### src/hw/tsmc_pkg.sv
// Purpose: shared constants and types of the transceiver serial port and mode control
// Assumes: core clock of 100 MHz drives every register of the block
// Notes:   times are kept in their own unit, cycle counts are derived from them
package tsmc_pkg;

	////////////////////////////////////////////////////////////////////////////////
	// clock and transition times
	localparam int CLK_MHZ          = 100;
	localparam int OFF_WAKE_MS      = 10;   // least time from reset release to idle
	localparam int HIB_WAKE_MS      = 7;    // least time from hibernate to idle
	localparam int DOZE_WAKE_US     = 300;  // doze to idle, before the extra clock period
	localparam int RXTX_WARM_US     = 144;  // idle to receive or transmit
	localparam int OFF_WAKE_CYCLES  = OFF_WAKE_MS * 1000 * CLK_MHZ;
	localparam int HIB_WAKE_CYCLES  = HIB_WAKE_MS * 1000 * CLK_MHZ;
	localparam int DOZE_WAKE_CYCLES = DOZE_WAKE_US * CLK_MHZ;
	localparam int RXTX_WARM_CYCLES = RXTX_WARM_US * CLK_MHZ;
	localparam int WAIT_W           = 24;

	////////////////////////////////////////////////////////////////////////////////
	// serial frame layout
	localparam int      HDR_READ_BIT    = 7;     // header bit set for a read
	localparam int      ADDR_W          = 6;
	localparam int      MIN_BURSTS      = 3;     // header plus two payload bytes
	localparam int      FIFO_DEPTH      = 4;

	////////////////////////////////////////////////////////////////////////////////
	// internal resource addresses and fields decoded by the block
	localparam logic [5:0] MODE_ADDR     = 6'h00; // write: mode command, read: mode status
	localparam logic [5:0] CLK_CTRL_ADDR = 6'h07; // clock output control
	localparam int         HOST_CLOCK_OUTPUT_DOZE_BIT = 9;     // clock output kept alive in doze, at selects 3 and above only
	localparam int         TMR_WAKE_BIT  = 8;     // timer comparator may end doze
	localparam int         HOST_CLOCK_OUTPUT_SEL_LSB  = 0;     // 3-bit divider select
	localparam logic [2:0] HOST_CLOCK_OUTPUT_SEL_RST  = 3'h7;
	localparam logic [2:0] HOST_CLOCK_OUTPUT_SEL_SLOW = 3'h3;  // this and above give 1 MHz or less
	localparam int         HOST_CLOCK_OUTPUT_SHIFT    = 3;     // half period is 2^(sel+3) cycles

	// mode command codes in the low bits of a mode write
	localparam logic [2:0] CMD_IDLE      = 3'h0;
	localparam logic [2:0] CMD_DOZE      = 3'h1;
	localparam logic [2:0] CMD_HIBERNATE = 3'h2;
	localparam logic [2:0] CMD_RECEIVE   = 3'h3;
	localparam logic [2:0] CMD_TRANSMIT  = 3'h4;

	////////////////////////////////////////////////////////////////////////////////
	// types
	typedef enum logic [3:0] {
		TSMC_OFF,
		TSMC_IDLE,
		TSMC_HIBERNATE,
		TSMC_HIB_WAKE,
		TSMC_DOZE,
		TSMC_DOZE_WAKE,
		TSMC_RX_WARM,
		TSMC_RECEIVE,
		TSMC_TX_WARM,
		TSMC_TRANSMIT
	} tsmc_mode_t;

	typedef struct packed {
		logic [5:0]  addr;
		logic [15:0] data;
	} tsmc_word_t;

	typedef struct packed {
		logic host_clock_output_doze_en;
		logic tmr_wake_en;
		logic [2:0] host_clock_output_sel;
	} tsmc_clk_ctrl_t;

endpackage

### src/hw/tsmc_ctrl.sv
// Purpose: serial slave port and operating-mode sequencing of the transceiver
// Assumes: serial pins are asynchronous and slow (8 MHz at most) against the core clock
// Notes:   write payload leaves as 16-bit words through a FIFO; reads use a lookup port
module tsmc_ctrl #(
	parameter int OFF_WAKE  = tsmc_pkg::OFF_WAKE_CYCLES,
	parameter int HIB_WAKE  = tsmc_pkg::HIB_WAKE_CYCLES,
	parameter int DOZE_WAKE = tsmc_pkg::DOZE_WAKE_CYCLES,
	parameter int RXTX_WARM = tsmc_pkg::RXTX_WARM_CYCLES
) (
	// core clock and hardware reset
	input  wire logic                 clock,
	input  wire logic                 rst_n,
	// serial port pins
	input  wire logic                 serial_shift_clock,
	input  wire logic                 select_n,
	input  wire logic                 mosi,
	output logic                      miso,
	output logic                      miso_oe,
	// wake and clock output pins
	input  wire logic                 wake_attention_n,
	output logic                      host_clock_output,
	output logic                      host_clock_output_oe,
	// interrupt request pin, released in off
	input  wire logic                 irq_request,
	output logic                      irq_n,
	output logic                      irq_oe,
	// core side events
	input  wire logic                 timer_match,
	input  wire logic                 seq_done,
	// core side write words
	output logic                      wr_valid,
	input  wire logic                 wr_ready,
	output tsmc_pkg::tsmc_word_t      wr_word,
	output logic                      wr_dropped,
	// core side read lookup
	output logic [5:0]                rd_addr,
	output logic                      rd_strobe,
	input  wire logic [15:0]          rd_data,
	// mode status
	output tsmc_pkg::tsmc_mode_t      mode
);

	////////////////////////////////////////////////////////////////////////////////
	// declarations
	tsmc_pkg::tsmc_mode_t     mode_q;
	tsmc_pkg::tsmc_clk_ctrl_t clk_ctrl_q;
	logic [tsmc_pkg::WAIT_W-1:0] wait_q;
	logic [3:0] meta_q;
	logic [3:0] sync_q;
	logic       sclk_prev_q;
	logic       sel_prev_q;
	logic       sclk_rise;
	logic       sclk_fall;
	logic       frame_start;
	logic       frame_end;
	logic       frame_ok_q;
	logic [2:0] bit_cnt_q;
	logic [7:0] burst_cnt_q;
	logic [7:0] shift_in_q;
	logic [7:0] byte_in;
	logic       byte_done;
	logic       is_read_q;
	logic [5:0] addr_q;
	logic [7:0] hi_byte_q;
	logic [7:0] out_sh_q;
	logic [7:0] lo_out_q;
	logic [15:0] rd_word;
	logic       mode_pend_q;
	logic [2:0] mode_cmd_q;
	logic       ctrl_pend_q;
	logic [15:0] ctrl_word_q;
	logic       push_valid_q;
	tsmc_pkg::tsmc_word_t push_word_q;
	logic       push_ready;
	logic       frame_apply;
	logic [tsmc_pkg::WAIT_W-1:0] host_clock_output_half;
	logic [tsmc_pkg::WAIT_W-1:0] host_clock_output_cnt_q;
	logic       host_clock_output_q;
	logic       host_clock_output_oe_q;
	logic       host_clock_output_slow;
	logic       wake_req;
	logic       miso_q;
	logic       miso_oe_q;
	logic       irq_n_q;
	logic       irq_oe_q;
	logic       rd_strobe_q;
	logic       dropped_q;

	////////////////////////////////////////////////////////////////////////////////
	// pin synchronisers: clock, select, data, attention
	// pins only sampled
	always_ff @(posedge clock or negedge rst_n) begin
		if (!rst_n) begin
			meta_q <= 4'hE;  // serial clock bit starts at its idle low level
			sync_q <= 4'hE;
		end else begin
			meta_q <= {wake_attention_n, mosi, select_n, serial_shift_clock};
			sync_q <= meta_q;
		end
	end

	// edge history on the synchronised pins
	always_ff @(posedge clock or negedge rst_n) begin
		if (!rst_n) begin
			sclk_prev_q <= 1'b0;
			sel_prev_q  <= 1'b1;
		end else begin
			sclk_prev_q <= sync_q[0];
			sel_prev_q  <= sync_q[1];
		end
	end

	assign sclk_rise   = sync_q[0] && !sclk_prev_q && !sync_q[1];
	assign sclk_fall   = !sync_q[0] && sclk_prev_q && !sync_q[1];
	assign frame_start = !sync_q[1] && sel_prev_q;
	assign frame_end   = sync_q[1] && !sel_prev_q;
	assign byte_in     = {shift_in_q[6:0], sync_q[2]};
	assign byte_done   = sclk_rise && frame_ok_q && (bit_cnt_q == 3'h7);
	assign frame_apply = frame_end && frame_ok_q && !is_read_q
		&& (burst_cnt_q >= 8'(tsmc_pkg::MIN_BURSTS)) && burst_cnt_q[0];
	assign wake_req    = !sync_q[3] || (timer_match && clk_ctrl_q.tmr_wake_en
		&& mode_q == tsmc_pkg::TSMC_DOZE);

	////////////////////////////////////////////////////////////////////////////////
	// frame state and input shifter
	// frames accepted in idle only
	always_ff @(posedge clock or negedge rst_n) begin
		if (!rst_n) begin
			frame_ok_q  <= 1'b0;
			bit_cnt_q   <= 3'h0;
			burst_cnt_q <= 8'h00;
			shift_in_q  <= 8'h00;
		end else if (frame_start) begin
			frame_ok_q  <= (mode_q == tsmc_pkg::TSMC_IDLE);
			bit_cnt_q   <= 3'h0;
			burst_cnt_q <= 8'h00;
		end else if (sync_q[1]) begin
			frame_ok_q <= 1'b0;
		end else if (sclk_rise && frame_ok_q) begin
			shift_in_q <= byte_in;
			bit_cnt_q  <= bit_cnt_q + 3'h1;
			if (bit_cnt_q == 3'h7 && burst_cnt_q != 8'hFF) begin
				burst_cnt_q <= burst_cnt_q + 8'h01;
			end
		end
	end

	// header decode and write pairing
	// header gives direction and address
	always_ff @(posedge clock or negedge rst_n) begin
		if (!rst_n) begin
			is_read_q <= 1'b0;
			addr_q    <= 6'h00;
			hi_byte_q <= 8'h00;
		end else if (byte_done) begin
			if (burst_cnt_q == 8'h00) begin
				is_read_q <= byte_in[tsmc_pkg::HDR_READ_BIT];
				addr_q    <= byte_in[tsmc_pkg::ADDR_W-1:0];
			end else if (burst_cnt_q[0]) begin
				hi_byte_q <= byte_in;
			end
		end
	end

	// completed write words toward the FIFO, held until taken
	// write payload on mosi only
	always_ff @(posedge clock or negedge rst_n) begin
		if (!rst_n) begin
			push_valid_q <= 1'b0;
			push_word_q  <= '0;
			dropped_q    <= 1'b0;
		end else begin
			if (push_valid_q && push_ready) push_valid_q <= 1'b0;
			if (byte_done && !is_read_q && burst_cnt_q != 8'h00 && !burst_cnt_q[0]) begin
				if (push_valid_q && !push_ready) begin
					dropped_q <= 1'b1;  // previous word still waiting: this one is lost
				end else begin
					push_valid_q     <= 1'b1;
					push_word_q.addr <= addr_q;
					push_word_q.data <= {hi_byte_q, byte_in};
				end
			end
		end
	end

	// words for the block itself wait for a complete frame
	// mode change out of idle only by serial command
	always_ff @(posedge clock or negedge rst_n) begin
		if (!rst_n) begin
			mode_pend_q <= 1'b0;
			mode_cmd_q  <= tsmc_pkg::CMD_IDLE;
			ctrl_pend_q <= 1'b0;
			ctrl_word_q <= 16'h0000;
		end else if (frame_start) begin
			mode_pend_q <= 1'b0;
			ctrl_pend_q <= 1'b0;
		end else if (byte_done && !is_read_q && burst_cnt_q == 8'h02) begin
			if (addr_q == tsmc_pkg::MODE_ADDR) begin
				mode_pend_q <= 1'b1;
				mode_cmd_q  <= byte_in[2:0];
			end else if (addr_q == tsmc_pkg::CLK_CTRL_ADDR) begin
				ctrl_pend_q <= 1'b1;
				ctrl_word_q <= {hi_byte_q, byte_in};
			end
		end
	end

	// clock output control, kept through hibernate and doze
	// defaults after reset
	always_ff @(posedge clock or negedge rst_n) begin
		if (!rst_n) begin
			clk_ctrl_q.host_clock_output_doze_en <= 1'b0;
			clk_ctrl_q.tmr_wake_en  <= 1'b0;
			clk_ctrl_q.host_clock_output_sel     <= tsmc_pkg::HOST_CLOCK_OUTPUT_SEL_RST;
		end else if (frame_apply && ctrl_pend_q) begin
			clk_ctrl_q.host_clock_output_doze_en <= ctrl_word_q[tsmc_pkg::HOST_CLOCK_OUTPUT_DOZE_BIT];
			clk_ctrl_q.tmr_wake_en  <= ctrl_word_q[tsmc_pkg::TMR_WAKE_BIT];
			clk_ctrl_q.host_clock_output_sel     <= ctrl_word_q[tsmc_pkg::HOST_CLOCK_OUTPUT_SEL_LSB +: 3];
		end
	end

	////////////////////////////////////////////////////////////////////////////////
	// read payload source: mode status at the mode address, else the lookup port
	always_comb begin
		rd_word = rd_data;
		if (addr_q == tsmc_pkg::MODE_ADDR) rd_word = {12'h000, mode_q};
	end

	// output shifter: loads a byte at each byte boundary, shifts on falling clock
	// core clock moves data to the serial register
	always_ff @(posedge clock or negedge rst_n) begin
		if (!rst_n) begin
			out_sh_q    <= 8'h00;
			lo_out_q    <= 8'h00;
			miso_q      <= 1'b0;
			rd_strobe_q <= 1'b0;
		end else begin
			rd_strobe_q <= 1'b0;
			if (sclk_fall && frame_ok_q && is_read_q && burst_cnt_q != 8'h00) begin
				if (bit_cnt_q == 3'h0 && burst_cnt_q[0]) begin
					miso_q      <= rd_word[15];
					out_sh_q    <= {rd_word[14:8], 1'b0};
					lo_out_q    <= rd_word[7:0];
					rd_strobe_q <= 1'b1;
				end else if (bit_cnt_q == 3'h0) begin
					miso_q   <= lo_out_q[7];
					out_sh_q <= {lo_out_q[6:0], 1'b0};
				end else begin
					miso_q   <= out_sh_q[7];
					out_sh_q <= {out_sh_q[6:0], 1'b0};
				end
			end
		end
	end

	// data out enable
	// miso driven only in read payload
	always_ff @(posedge clock or negedge rst_n) begin
		if (!rst_n) begin
			miso_oe_q <= 1'b0;
		end else begin
			miso_oe_q <= frame_ok_q && !sync_q[1] && is_read_q && burst_cnt_q != 8'h00;
		end
	end

	////////////////////////////////////////////////////////////////////////////////
	// operating mode sequencer with one wait counter
	always_ff @(posedge clock or negedge rst_n) begin
		if (!rst_n) begin
			mode_q <= tsmc_pkg::TSMC_OFF;
			wait_q <= tsmc_pkg::WAIT_W'(OFF_WAKE);
		end else begin
			if (wait_q != '0) wait_q <= wait_q - 1'b1;
			case (mode_q)
				tsmc_pkg::TSMC_OFF: begin
					if (wait_q == '0) mode_q <= tsmc_pkg::TSMC_IDLE;
				end
				tsmc_pkg::TSMC_IDLE: begin
					if (frame_apply && mode_pend_q) begin
						case (mode_cmd_q)
							tsmc_pkg::CMD_DOZE: mode_q <= tsmc_pkg::TSMC_DOZE;
							tsmc_pkg::CMD_HIBERNATE: mode_q <= tsmc_pkg::TSMC_HIBERNATE;
							tsmc_pkg::CMD_RECEIVE: begin
								mode_q <= tsmc_pkg::TSMC_RX_WARM;
								wait_q <= tsmc_pkg::WAIT_W'(RXTX_WARM);
							end
							tsmc_pkg::CMD_TRANSMIT: begin
								mode_q <= tsmc_pkg::TSMC_TX_WARM;
								wait_q <= tsmc_pkg::WAIT_W'(RXTX_WARM);
							end
							default: mode_q <= tsmc_pkg::TSMC_IDLE;
						endcase
					end
				end
				tsmc_pkg::TSMC_HIBERNATE: begin
					if (!sync_q[3]) begin
						mode_q <= tsmc_pkg::TSMC_HIB_WAKE;
						wait_q <= tsmc_pkg::WAIT_W'(HIB_WAKE);
					end
				end
				tsmc_pkg::TSMC_HIB_WAKE: begin
					if (wait_q == '0) mode_q <= tsmc_pkg::TSMC_IDLE;
				end
				// doze wake time plus one output period
				tsmc_pkg::TSMC_DOZE: begin
					if (wake_req) begin
						mode_q <= tsmc_pkg::TSMC_DOZE_WAKE;
						wait_q <= tsmc_pkg::WAIT_W'(DOZE_WAKE) + {host_clock_output_half[tsmc_pkg::WAIT_W-2:0], 1'b0};
					end
				end
				tsmc_pkg::TSMC_DOZE_WAKE: begin
					if (wait_q == '0) mode_q <= tsmc_pkg::TSMC_IDLE;
				end
				tsmc_pkg::TSMC_RX_WARM: begin
					if (wait_q == '0) mode_q <= tsmc_pkg::TSMC_RECEIVE;
				end
				tsmc_pkg::TSMC_TX_WARM: begin
					if (wait_q == '0) mode_q <= tsmc_pkg::TSMC_TRANSMIT;
				end
				tsmc_pkg::TSMC_RECEIVE, tsmc_pkg::TSMC_TRANSMIT: begin
					if (seq_done) mode_q <= tsmc_pkg::TSMC_IDLE;
				end
				default: mode_q <= tsmc_pkg::TSMC_OFF;
			endcase
		end
	end

	////////////////////////////////////////////////////////////////////////////////
	// clock output divider and enable
	// shift amount kept at four bits so the slowest selects do not wrap
	assign host_clock_output_half = tsmc_pkg::WAIT_W'(1)
		<< (4'(clk_ctrl_q.host_clock_output_sel) + 4'(tsmc_pkg::HOST_CLOCK_OUTPUT_SHIFT));
	assign host_clock_output_slow = (clk_ctrl_q.host_clock_output_sel >= tsmc_pkg::HOST_CLOCK_OUTPUT_SEL_SLOW);

	// idle drives the clock output; doze only when enabled and slow
	always_ff @(posedge clock or negedge rst_n) begin
		if (!rst_n) begin
			host_clock_output_cnt_q <= '0;
			host_clock_output_q     <= 1'b0;
			host_clock_output_oe_q  <= 1'b0;
		end else begin
			if (host_clock_output_cnt_q >= host_clock_output_half - 1'b1) begin
				host_clock_output_cnt_q <= '0;
				host_clock_output_q     <= !host_clock_output_q;
			end else begin
				host_clock_output_cnt_q <= host_clock_output_cnt_q + 1'b1;
			end
			case (mode_q)
				tsmc_pkg::TSMC_OFF: host_clock_output_oe_q <= 1'b0;
				tsmc_pkg::TSMC_DOZE: host_clock_output_oe_q <= clk_ctrl_q.host_clock_output_doze_en && host_clock_output_slow;
				tsmc_pkg::TSMC_HIBERNATE, tsmc_pkg::TSMC_HIB_WAKE: host_clock_output_oe_q <= 1'b1;
				default: host_clock_output_oe_q <= 1'b1;
			endcase
		end
	end

	// interrupt pin, released in off
	// all outputs released in off
	always_ff @(posedge clock or negedge rst_n) begin
		if (!rst_n) begin
			irq_n_q  <= 1'b1;
			irq_oe_q <= 1'b0;
		end else begin
			irq_n_q  <= !irq_request;
			irq_oe_q <= (mode_q != tsmc_pkg::TSMC_OFF);
		end
	end

	////////////////////////////////////////////////////////////////////////////////
	// write word FIFO
	tsmc_fifo #(
		.WIDTH ($bits(tsmc_pkg::tsmc_word_t)),
		.DEPTH (tsmc_pkg::FIFO_DEPTH)
	) u_fifo (
		.clock     (clock),
		.rst_n     (rst_n),
		.in_valid  (push_valid_q),
		.in_ready  (push_ready),
		.in_data   (push_word_q),
		.out_valid (wr_valid),
		.out_ready (wr_ready),
		.out_data  (wr_word)
	);

	////////////////////////////////////////////////////////////////////////////////
	// outputs
	assign miso                 = miso_q;
	assign miso_oe              = miso_oe_q;
	assign host_clock_output    = host_clock_output_q && (mode_q != tsmc_pkg::TSMC_HIBERNATE)
		&& (mode_q != tsmc_pkg::TSMC_HIB_WAKE);
	assign host_clock_output_oe = host_clock_output_oe_q;
	assign irq_n                = irq_n_q;
	assign irq_oe               = irq_oe_q;
	assign wr_dropped           = dropped_q;
	assign rd_addr              = addr_q;
	assign rd_strobe            = rd_strobe_q;
	assign mode                 = mode_q;
endmodule

### src/hw/tsmc_fifo.sv
// Purpose: small flip-flop FIFO between the serial write path and the core side
// Assumes: one clock, asynchronous active-low reset
// Notes:   depth must be a power of two
module tsmc_fifo #(
	parameter int WIDTH = 22,
	parameter int DEPTH = 4
) (
	// clock and reset
	input  wire logic             clock,
	input  wire logic             rst_n,
	// filling side
	input  wire logic             in_valid,
	output logic                  in_ready,
	input  wire logic [WIDTH-1:0] in_data,
	// draining side
	output logic                  out_valid,
	input  wire logic             out_ready,
	output logic [WIDTH-1:0]      out_data
);
	localparam int PW = $clog2(DEPTH);

	logic [WIDTH-1:0] mem_q [DEPTH];
	logic [PW-1:0]    wr_q;
	logic [PW-1:0]    rd_q;
	logic [PW:0]      cnt_q;
	logic             push;
	logic             pop;

	// handshakes on both sides
	assign in_ready  = (cnt_q != DEPTH[PW:0]);
	assign out_valid = (cnt_q != '0);
	assign out_data  = mem_q[rd_q];
	assign push      = in_valid && in_ready;
	assign pop       = out_valid && out_ready;

	// storage
	always_ff @(posedge clock) begin
		if (push) begin
			mem_q[wr_q] <= in_data;
		end
	end

	// pointers and fill level
	always_ff @(posedge clock or negedge rst_n) begin
		if (!rst_n) begin
			wr_q  <= '0;
			rd_q  <= '0;
			cnt_q <= '0;
		end else begin
			if (push) wr_q <= wr_q + 1'b1;
			if (pop) rd_q <= rd_q + 1'b1;
			if (push && !pop) cnt_q <= cnt_q + 1'b1;
			else if (pop && !push) cnt_q <= cnt_q - 1'b1;
		end
	end
endmodule

### config.mk
export PLATFORM = sky130hd
export DESIGN_NAME = tsmc_ctrl
export DESIGN_NICKNAME = d
export VERILOG_FILES = /design/src/hw/tsmc_pkg.sv /design/src/hw/tsmc_ctrl.sv /design/src/hw/tsmc_fifo.sv
export SDC_FILE = /design/constraint.sdc
export NUM_CORES = 1
export LEC_CHECK = 0
export ABC_AREA = 1
export BUFFER_PORTS_ARGS = -buffer_cell sky130_fd_sc_hd__clkbuf_2
export CAP_MARGIN = 20
export CORE_MARGIN = 8
export CORE_UTILIZATION = 45
export CTS_CLUSTER_DIAMETER = 100
export DETAILED_ROUTE_END_ITERATION = 8
export PLACE_DENSITY = 0.7
export SLEW_MARGIN = 20
export SYNTH_ARGS = -nofsm -noshare
export SYNTH_HDL_FRONTEND = slang
export SYNTH_HIERARCHICAL = 1
export SYNTH_SLANG_ARGS = --single-unit
export TNS_END_PERCENT = 20
### constraint.sdc
create_clock -name clock -period 5.45 [get_ports clock]
set_input_delay 0.2725 -clock clock [delete_from_list [all_inputs] [get_ports clock]]
set_output_delay 0.2725 -clock clock [all_outputs]
set_load 0.05 [all_outputs]
## Yosys cells after proc, flatten, opt, wreduce, memory -nomap -nowiden

Memories as Yosys holds them, arrays and structs flattened.
Index checks and enable logic that the tools add are counted.
W data, S select, Z words.

- Bits in registers: 170
- Output and inout bits: 41
- Logic and storage cells: 215
- Memories kept: 1
- Bits in writable memories: 88
- Input bits: 26

- Magnitude comparators: 3
- Shifts and indexed selects: 1
- Reduce and logical (&&, ||, !) cells: 81
- Mux-type cells: 47
- Equality and inequality tests: 29
- Bitwise gates (word level): 5
- Add/sub/neg operators: 11

Memory list:

| memory | words | width | read ports | clocked after memory_dff | write ports | line | RTL |
|---|---|---|---|---|---|---|---|
| u_fifo.mem_q | 4 | 22 | 1 | 0 | 1 | tsmc_fifo.sv:22 | `logic [WIDTH-1:0] mem_q [DEPTH];` |

Operators by type and width:

| cell | count |
|---|---|
| $mux W24 | 6 |
| $pmux W24 S3 | 1 |
| $mux W8 | 6 |
| $sub A24 B1 Y24 const B | 2 |
| $logic_and A1 B1 Y1 | 36 |
| $mux W4 | 7 |
| $pmux W4 S7 | 1 |
| $add A15 B24 Y24 const A | 1 |
| $add A24 B1 Y24 const B | 1 |
| $ge A24 B24 Y1 | 1 |
| $logic_not A24 Y1 | 1 |
| $reduce_bool A24 Y1 | 1 |
| $shl A1 B4 Y24 const A | 1 |
| $mux W1 | 18 |
| $eq A4 B3 Y1 const B | 4 |
| $mux W16 | 1 |
| $pmux W4 S4 | 1 |
| $mux W3 | 5 |
| $reduce_and A3 Y1 | 5 |
| $reduce_bool A2 Y1 | 7 |
| $logic_not A1 Y1 | 12 |
| $ne A2 B2 Y1 const B | 6 |
| $reduce_and A2 Y1 | 6 |
| $add A8 B1 Y8 const B | 1 |
| 32 further kinds | 46 |

## Longest topological paths before layout

Gate-level depths: netlist (run 1).

- Depth in word-level cells: 9
- Depth in mapped cells: 19
- Mapped depth without buffers: 18

## By module

The synthesis (run 1) kept the hierarchy.

Modules (own cells, without submodules):

| module | cells an instance | seq. area each (µm²) | times used | area an instance (µm²) |
|---|---|---|---|---|
| tsmc_ctrl | 1084 | 3951.3 | 1 | 8692.1 |
| tsmc_fifo | 315 | 2817.7 | 1 | 3963.8 |

## Worst setup path before layout (run 1)

No wires, ideal clock.

- Path kind: register -> register
- Start point: register clk_ctrl_q[2] in the netlist's numbering
- End point: register host_clock_output_cnt_q[18] in the netlist's numbering
- Library setup time: 0.072 ns
- Buffers on the path: 3
- Stages on the path, launching flop included: 20
- Path slack: 2.564 ns
- Required time: 5.378 ns
- Period minus slack after synthesis: 2.886 ns
- Arrival time: 2.815 ns
- Cells stage by stage: dfstp_2 > clkbuf_1 > inv_1 > nand2_1 > ha_1 > clkbuf_1 > nand2_1 > nor2_1 > xnor2_1 > ha_1 > nand2_1 > nand2_1 > nand2_1 > nand2_1 > nand2_1 > nand2_1 > nand2_1 > nand4_1 > buf_2 > nor2_1

- Word-level cells in the longest chain between the ends: 5

RTL lines:

| what | line | RTL |
|---|---|---|
| from (decl) | tsmc_ctrl.sv:46 | `tsmc_pkg::tsmc_clk_ctrl_t clk_ctrl_q;` |
| $add A3 B2 Y4 | tsmc_ctrl.sv:332 | `<< (4'(clk_ctrl_q.host_clock_output_sel) + 4'(tsmc_pkg::HOST_CLOCK_OUTPUT_SHIFT));` |
| $shl A1 B4 Y24 | tsmc_ctrl.sv:331 | `assign host_clock_output_half = tsmc_pkg::WAIT_W'(1)` |
| $sub A24 B1 Y24 | tsmc_ctrl.sv:342 | `if (host_clock_output_cnt_q >= host_clock_output_half - 1'b1) begin` |
| $ge A24 B24 Y1 | tsmc_ctrl.sv:342 |  |
| $mux W24 | tsmc_ctrl.sv:342 |  |
| to (signal assigned) | tsmc_ctrl.sv:346 | `host_clock_output_cnt_q <= host_clock_output_cnt_q + 1'b1;` |
| to (decl) | tsmc_ctrl.sv:77 | `logic [tsmc_pkg::WAIT_W-1:0] host_clock_output_cnt_q;` |

Every way passes these cells.
A chain may end at the register's enable or synchronous reset.

==> results of run 1 <==
==> power by group <==
part / switching, mW / internal (mW)
Clock: 0.744 / 1.03
Combinational: 0.698 / 0.255
Sequential: 0.0905 / 2.01
==> synth_stat cells, types with 3 or more instances <==
cell type    n
a21o_1       3
a21oi_1     18
buf_2       17
buf_6        6
clkbuf_1    10
dfrtp_1    146
dfstp_2     18
edfxtp_1    88
ha_1        39
inv_1      173
inv_2       10
mux2_2       3
nand2_1    369
nand2_2     12
nand2_4      3
nand3_1     84
nand3_2      3
nand4_1     30
nor2_1     133
nor2_2      19
nor2_4       7
nor3_1      10
nor3_2       3
o211ai_1    42
o211ai_2    10
o21ai_0     59
o21ai_1      5
o21ai_2     23
xnor2_1     12
xor2_1      22
==> final cells by class <==
class                           instances  area [sq um]  area share
Tap cell                              378           473      0.0330
Clock inverter                         10          77.6     0.00541
Multi-Input combinational cell        934          5020       0.350
Clock buffer                           42           805      0.0561
Sequential cell                       252          6770       0.472
Timing Repair Buffer                   84           505      0.0352
Inverter                              184           693      0.0483
==> placed cells by master, fill, tap and decap left out, types with 3 or more instances in the layout <==
cell type	instances
nand3_2	3
o211ai_1	42
nand3_1	84
dlygate4sd3_1	11
inv_2	10
ha_1	39
clkbuf_1	10
nand4_1	30
o21ai_1	6
o21ai_0	58
a21oi_1	18
clkbuf_16	29
o21ai_2	23
buf_4	6
nor3_1	10
dfrtp_1	146
xnor2_1	12
nor3_2	3
clkbuf_2	65
dfstp_2	18
conb_1	8
a21o_1	3
clkbuf_8	4
edfxtp_1	88
clkinv_2	7
inv_1	173
nand2_1	369
nor2_2	23
nor2_1	129
mux2_2	3
xor2_1	22
nand2_4	3
nand2_2	12
nor2_4	7
o211ai_2	10
==> logic make-up after synthesis <==
logic type / count (synthesis) / synth area share
compound gates: 166 / 0.0885
xor+xnor: 34 / 0.0235
fa+ha+maj: 40 / 0.0401
buf+inv: 219 / 0.0710
flops: 252 / 0.535
mux: 3 / 0.00267
other cells: 2 / 0.000593
simple gates: 683 / 0.239
==> timing repair <==
item	CTS	global route
hold buffers	11	0
setup buffers	0	0
hold endpoints to repair	105	0
==> critical path: cells and delay by family (launching register included) <==
kind	cells	cell delay [ns]
simple gates	1	0.13
buf+inv	2	1.00
compound gates	1	0.32
flops	1	0.95
==> registers in the layout, indices dropped and copies added (netlist names), 4 cells and up <==
signal,count
burst_cnt_q,8
clk_ctrl_q,5
ctrl_word_q,5
hi_byte_q,8
host_clock_output_cnt_q,24
lo_out_q,8
meta_q,4
mode,4
out_sh_q,7
push_word_q,22
rd_addr,6
shift_in_q,7
sync_q,4
u_fifo/mem_q,88
wait_q,24
==> metrics by stage <==
step	hold slack (ns)	power [mW]	cells	setup slack [ns]	cell area (sq um)
after global placement	0.336	3.06	1820	2.01	13300
after global routing	0.0517	5.07	1884	1.94	14300
after floorplan	-0.0231	2.87	1405	2.56	12700
final	0.0503	4.82	1884	2.21	14300
after CTS	0.0348	4.88	1883	1.88	14300
after detailed placement	0.347	3.08	1820	1.88	13300
==> worst paths after layout <==
path	to	cells after the start	slack, ns
min in group asynchronous	meta_q[0]	2	0.40
max in group asynchronous	host_clock_output_cnt_q[1]	3	3.80
worst min-delay path	lo_out_q[0]	3	0.05
worst max-delay path	wr_word[5]	4	2.21
worst min register to register	sync_q[3]	0	0.35
worst max register to register	host_clock_output_cnt_q[22]	17	2.40
==> metal layers <==
| layer | up-vias | global-route usage | share of wire |
|---|---|---|---|
| li1 | 4722 | - | - |
| met1 | 4392 | 0.216 | 0.48 |
| met2 | 181 | 0.265 | 0.46 |
| met3 | 40 | 0.0261 | 0.047 |
| met4 | 0 | 0.0390 | 0.014 |
| met5 | - | 0 | 0 |
==> impl_metrics.env, run 1 <==
export IMPL_worst_endpoint_required_ns=5.18
export IMPL_setup_worst_path_start="u_fifo/rd_q[1]"
export IMPL_dp_hpwl_mm=18.1
export IMPL_io_pin_count=67
export IMPL_peakVddDrop_uv=263
export IMPL_floorplan_die_area_sq_um=33700
export IMPL_synth_avg_cell_area_sq_um=9.05
export IMPL_hold_violations=0
export IMPL_first_global_vias=9125
export IMPL_fin_tns_setup_ns=0
export IMPL_clock_sinks=252
export IMPL_placement_rows=61
export IMPL_timing_critical_path_slowest_stage_cell="dfrtp_1"
export IMPL_grt_pass1_wl_mm=45.0
export IMPL_synth_distinct_cells=44
export IMPL_synth_area_top_cells="dfrtp_1 (29%), edfxtp_1 (21%), nand2_1 (11%)"
export IMPL_dr_pass1_iters=4
export IMPL_cts_repair_resize_count=0
export IMPL_drt_vias_per_instance=4.95
export IMPL_worstPathMaxFanout=24
export IMPL_synth_sequential_area_ratio=0.535
export IMPL_synth_enable_flop_cells=88
export IMPL_largest_net_degree_at_the_start_of_global_routing=114
export IMPL_synth_yosys_warnings=6
export IMPL_timing_max_cap_violations=0
export IMPL_cp_class="reg2out"
export IMPL_min_delay_start="rd_data[0]"
export IMPL_setup_repair_after_global_routing_missed_its_margin="false"
export IMPL_critical_path_endpoint_type="output port"
export IMPL_floorplan_initialDensity=0.457
export IMPL_ys_ff_latch=252
export IMPL_initial_antenna_violation_count=0
export IMPL_netlist_area_sq_um=12700
export IMPL_critical_path_max_stage_delay_ns=0.95
export IMPL_max_clock_path_buffers=3
export IMPL_final_core_util=0.518
export IMPL_status="completed"
export IMPL_clock_buffers_created_by_tritoncts=28
export IMPL_tritoncts="done"
export IMPL_n_diodes=0
export IMPL_routed_wl_mm=26.2
export IMPL_post_synth_inst_count=1399
export IMPL_route_detailed_wl_per_inst_um=13.9
export IMPL_grt_use_total=0.160
export IMPL_nets=1550
export IMPL_fillerInstances=2539
export IMPL_post_synth_arst_share=0.651
export IMPL_fmaxAchievable_ghz=0.309
export IMPL_clk_latency_ns=0.56
export IMPL_layout_drive_gt1_share=0.157
export IMPL_gp_congestion=0.901
export IMPL_reg_clk_slew_reported_paths_ns=0.06
export IMPL_vias=9335
export IMPL_route_detailed_drc=0
export IMPL_fin_skew_ns=0.0380
export IMPL_finalSetupViolations=0
export IMPL_placement_io_buffers=66
export IMPL_crit_chain="inv_1 -> o211ai_1 -> nand2_1 -> clkbuf_2"
export IMPL_worst_slew_margin_rel=0.328
export IMPL_synth_top_cell_area_share=0.289
export IMPL_first_drt_iteration_drcs=619
export IMPL_leakage_dissipation_nw=6.49
export IMPL_cp_data_arrival_time_ns=2.97
export IMPL_clk_root_buffer_cell="clkbuf_16"
export IMPL_h_tree_depth=1
export IMPL_dieHeight_um=184
export IMPL_rr_startpoint="clk_ctrl_q[2]"
export IMPL_synth_ff_type="dfrtp_1"
export IMPL_die_width_um=184
export IMPL_worstMarginPinSlew_ns=1.01
export IMPL_synth_largest_area_cell="dfrtp_1"
export IMPL_layout_area_overhead_vs_synth_pct=13.3
export IMPL_report_final_slew_viol_count=0
export IMPL_globalRoute_totalOverflow=0
export IMPL_power_density_cells_nw_per_um2=336
export IMPL_placeableCoreArea_sq_um=27700
export IMPL_layout_worst_path_cycle_share=0.594
export IMPL_final_period_minus_worst_setup_slack_ns=3.24
export IMPL_antenna_left=0
export IMPL_worst_setup_path_start_kind="flop"
export IMPL_timing_hold_worst_class="in2reg"
Power figures use the tool's default switching activity.
==> inputs of run 2 (changes only) <==
--- a/config.mk
+++ b/config.mk
@@ -12,7 +12,7 @@
 export CORE_UTILIZATION = 45
 export CTS_CLUSTER_DIAMETER = 100
 export DETAILED_ROUTE_END_ITERATION = 8
-export PLACE_DENSITY = 0.7
+export PLACE_DENSITY = 0.72
 export SLEW_MARGIN = 20
 export SYNTH_ARGS = -nofsm -noshare
 export SYNTH_HDL_FRONTEND = slang
==> constraint.sdc (replaced) <==
create_clock -name clock -period 2.8 [get_ports clock]
set_input_delay 0.14 -clock clock [delete_from_list [all_inputs] [get_ports clock]]
set_output_delay 0.14 -clock clock [all_outputs]
set_load 0.05 [all_outputs]
==> impl_metrics.env, run 2 (synthesis results as in run 1) <==
export IMPL_cp_data_arrival_time_ns=3.11
export IMPL_worst_slew_margin_rel=0.475
export IMPL_path_common_cell="nand2_1"
export IMPL_fin_skew_ns=0.0155
export IMPL_worst_setup_path_start_kind="flop"
export IMPL_dieHeight_um=184
export IMPL_switching_power_mw=3.00
export IMPL_globalRoute_totalOverflow=0
export IMPL_layout_drive_gt1_share=0.169
export IMPL_critical_path_max_stage_delay_ns=0.54
export IMPL_max_clock_path_buffers=3
export IMPL_grt_pass1_wl_mm=45.9
export IMPL_report_final_slew_viol_count=0
export IMPL_first_drt_iteration_drcs=726
export IMPL_tritoncts="done"
export IMPL_metal2_wl_mm=12.9
export IMPL_floorplan_initialDensity=0.457
export IMPL_detailroute_wirelength_met3_mm=1.35
export IMPL_layout_setup_ws_ns=0.109
export IMPL_placed_cell_count=1833
export IMPL_worst_endpoint_required_ns=3.22
export IMPL_status="completed"
export IMPL_share_seq_of_total_power=0.432
export IMPL_antenna_left=0
export IMPL_io_pin_count=67
export IMPL_clk_root_buffer_cell="clkbuf_16"
export IMPL_dp_hpwl_mm=18.9
export IMPL_placement_rows=61
export IMPL_fmaxAchievable_ghz=0.372
export IMPL_mostFrequentLayoutCells="nand2_1 (368), inv_1 (172), dfrtp_1 (146)"
export IMPL_registers_top_by_ff_count="u_fifo/mem_q"
export IMPL_power_clock_fraction=0.353
export IMPL_placement_io_buffers=66
export IMPL_vias=9540
export IMPL_critical_path_endpoint_type="flop"
export IMPL_power_density_cells_nw_per_um2=637
export IMPL_rr_startpoint="clk_ctrl_q[0]"
export IMPL_h_tree_depth=1
export IMPL_reg_top3="u_fifo/mem_q x88, host_clock_output_cnt_q x24, wait_q x24"
export IMPL_min_delay_start="rd_data[15]"
export IMPL_initial_antenna_violation_count=0
export IMPL_final_cell_count_no_fill=1908
export IMPL_timing_max_cap_violations=0
export IMPL_timing_hold_worst_class="in2reg"
export IMPL_largest_register_ffs=88
export IMPL_gp_congestion=0.915
export IMPL_cp_class="reg2reg"
export IMPL_wl_met1_mm=12.7
export IMPL_seq_area_sq_um=6770
export IMPL_route_detailed_wl_per_inst_um=14.3
export IMPL_multi_input_comb_area_sq_um=5040
export IMPL_final_period_minus_worst_setup_slack_ns=2.69
export IMPL_first_global_vias=9335
export IMPL_post_place_ws_ns=0.0547
export IMPL_top_signal_layer_used="met4"
export IMPL_drt_vias_per_instance=5.00
export IMPL_p_int_mw=6.29
export IMPL_clock_sinks=252
export IMPL_hold_violations=0
export IMPL_leakage_dissipation_nw=6.59
export IMPL_peakVddDrop_uv=405
export IMPL_setup_worst_path_start="clk_ctrl_q[0]"
export IMPL_route_detailed_drc=0
export IMPL_crit_chain="inv_1 -> nor2_1 -> nand2_1 -> ha_1 -> buf_4 -> xnor2_2 -> ha_1 -> nand2_1 -> nor2_2 -> nand2_1 -> nor2_1 -> nand2_1 -> nand4_1 -> buf_4 -> clkbuf_16 -> nor2_1"
export IMPL_largest_net_degree_at_the_start_of_global_routing=72
export IMPL_layout_area_overhead_vs_synth_pct=15.4
export IMPL_routed_wl_mm=27.3
export IMPL_pwr_share_comb=0.215
export IMPL_floorplan_die_area_sq_um=33700
export IMPL_clk_latency_ns=0.55
export IMPL_finalSetupViolations=0
export IMPL_placeableCoreArea_sq_um=27700
export IMPL_clock_buffers_created_by_tritoncts=26
export IMPL_fillerInstances=2502
export IMPL_worstMarginPinSlew_ns=0.782
export IMPL_nets=1576
export IMPL_grt_use_total=0.163
export IMPL_reg_clk_slew_reported_paths_ns=0.06
export IMPL_n_diodes=0
export IMPL_worstPathMaxFanout=12
export IMPL_layout_worst_path_cycle_share=0.961
export IMPL_netSwitchingFraction=0.323
export IMPL_timing_critical_path_slowest_stage_cell="dfstp_2"
export IMPL_layout_commonest_cell="nand2_1"
export IMPL_dr_pass1_iters=5
export IMPL_die_width_um=184
==> run 2: cell types whose count changed in the layout (fill, tap and decap cells not counted), sizes merged <==
cell	delta
clkbuf	-3
clkinvlp	+3
buf	+16
inv	-1
clkinv	-2
dlygate4sd3	+11
==> run 2: per-layer routing <==
layer	vias to the layer above	GRT usage
li1	4777	-
met1	4539	0.222
met2	200	0.273
met3	24	0.0237
met4	0	0.0371
met5	-	0
==> run 2: stage by stage <==
step	TNS, ns	hold slack, ns	area, sq um	utilization	power [mW]
3_5_place_dp	0	0.195	13500	0.486	6.07
4_1_cts	0	0.0432	14500	0.523	9.39
2_1_floorplan	0	-0.156	12700	-	5.59
5_1_grt	-1.36	0.0662	14600	0.527	9.74
3_3_place_gp	0	0.189	13500	0.486	6.03
6_report	0	0.0566	14600	0.527	9.30
==> run 2: worst max-delay path, delay by kind of cell, from the launching register on <==
family	cells	cell delay (ns)
flops	1	0.54
xor+xnor	1	0.15
buf+inv	4	0.59
fa+ha+maj	2	0.52
simple gates	9	0.78
==> run 2: area by class of cell <==
cell class              count  area share
clock buffers              38      0.0502
clock inverters            10     0.00583
inverters                 184      0.0475
multi-input cells         934       0.345
flip-flops and latches    252       0.464
well taps                 378      0.0324
repair buffers            112      0.0554
==> run 2: power by group through the flow <==
stage                     logic (mW)  clock network (mW)  registers, mW
after floorplan                 1.52                   0           4.06
after global placement          1.94                   0           4.08
after detailed placement        1.98                   0           4.09
after CTS                       2.01                3.36           4.02
after global routing            2.20                3.50           4.04
final                           2.00                3.28           4.02
==> run 2: final timing paths <==
| kind | end | slack, ns | cells past startpoint |
|---|---|---|---|
| max | host_clock_output_cnt_q[18] | 0.11 | 16 |
| min | miso | 0.06 | 5 |
| max reg2reg | host_clock_output_cnt_q[18] | 0.11 | 16 |
| min reg2reg | sync_q[0] | 0.35 | 0 |
| max in group asynchronous | wait_q[19] | 1.81 | 3 |
| min in group asynchronous | host_clock_output_cnt_q[16] | 0.17 | 2 |
==> run 2: timing repair <==
action / in CTS / in global routing
endpoints found under the hold margin: 82 / 0
resized for setup: 1 / 8
hold buffers: 22 / 0
buffers inserted: 0 / 3
gates cloned: 0 / 2
pin swaps: 0 / 1
endpoints found under the setup margin: 2 / 25
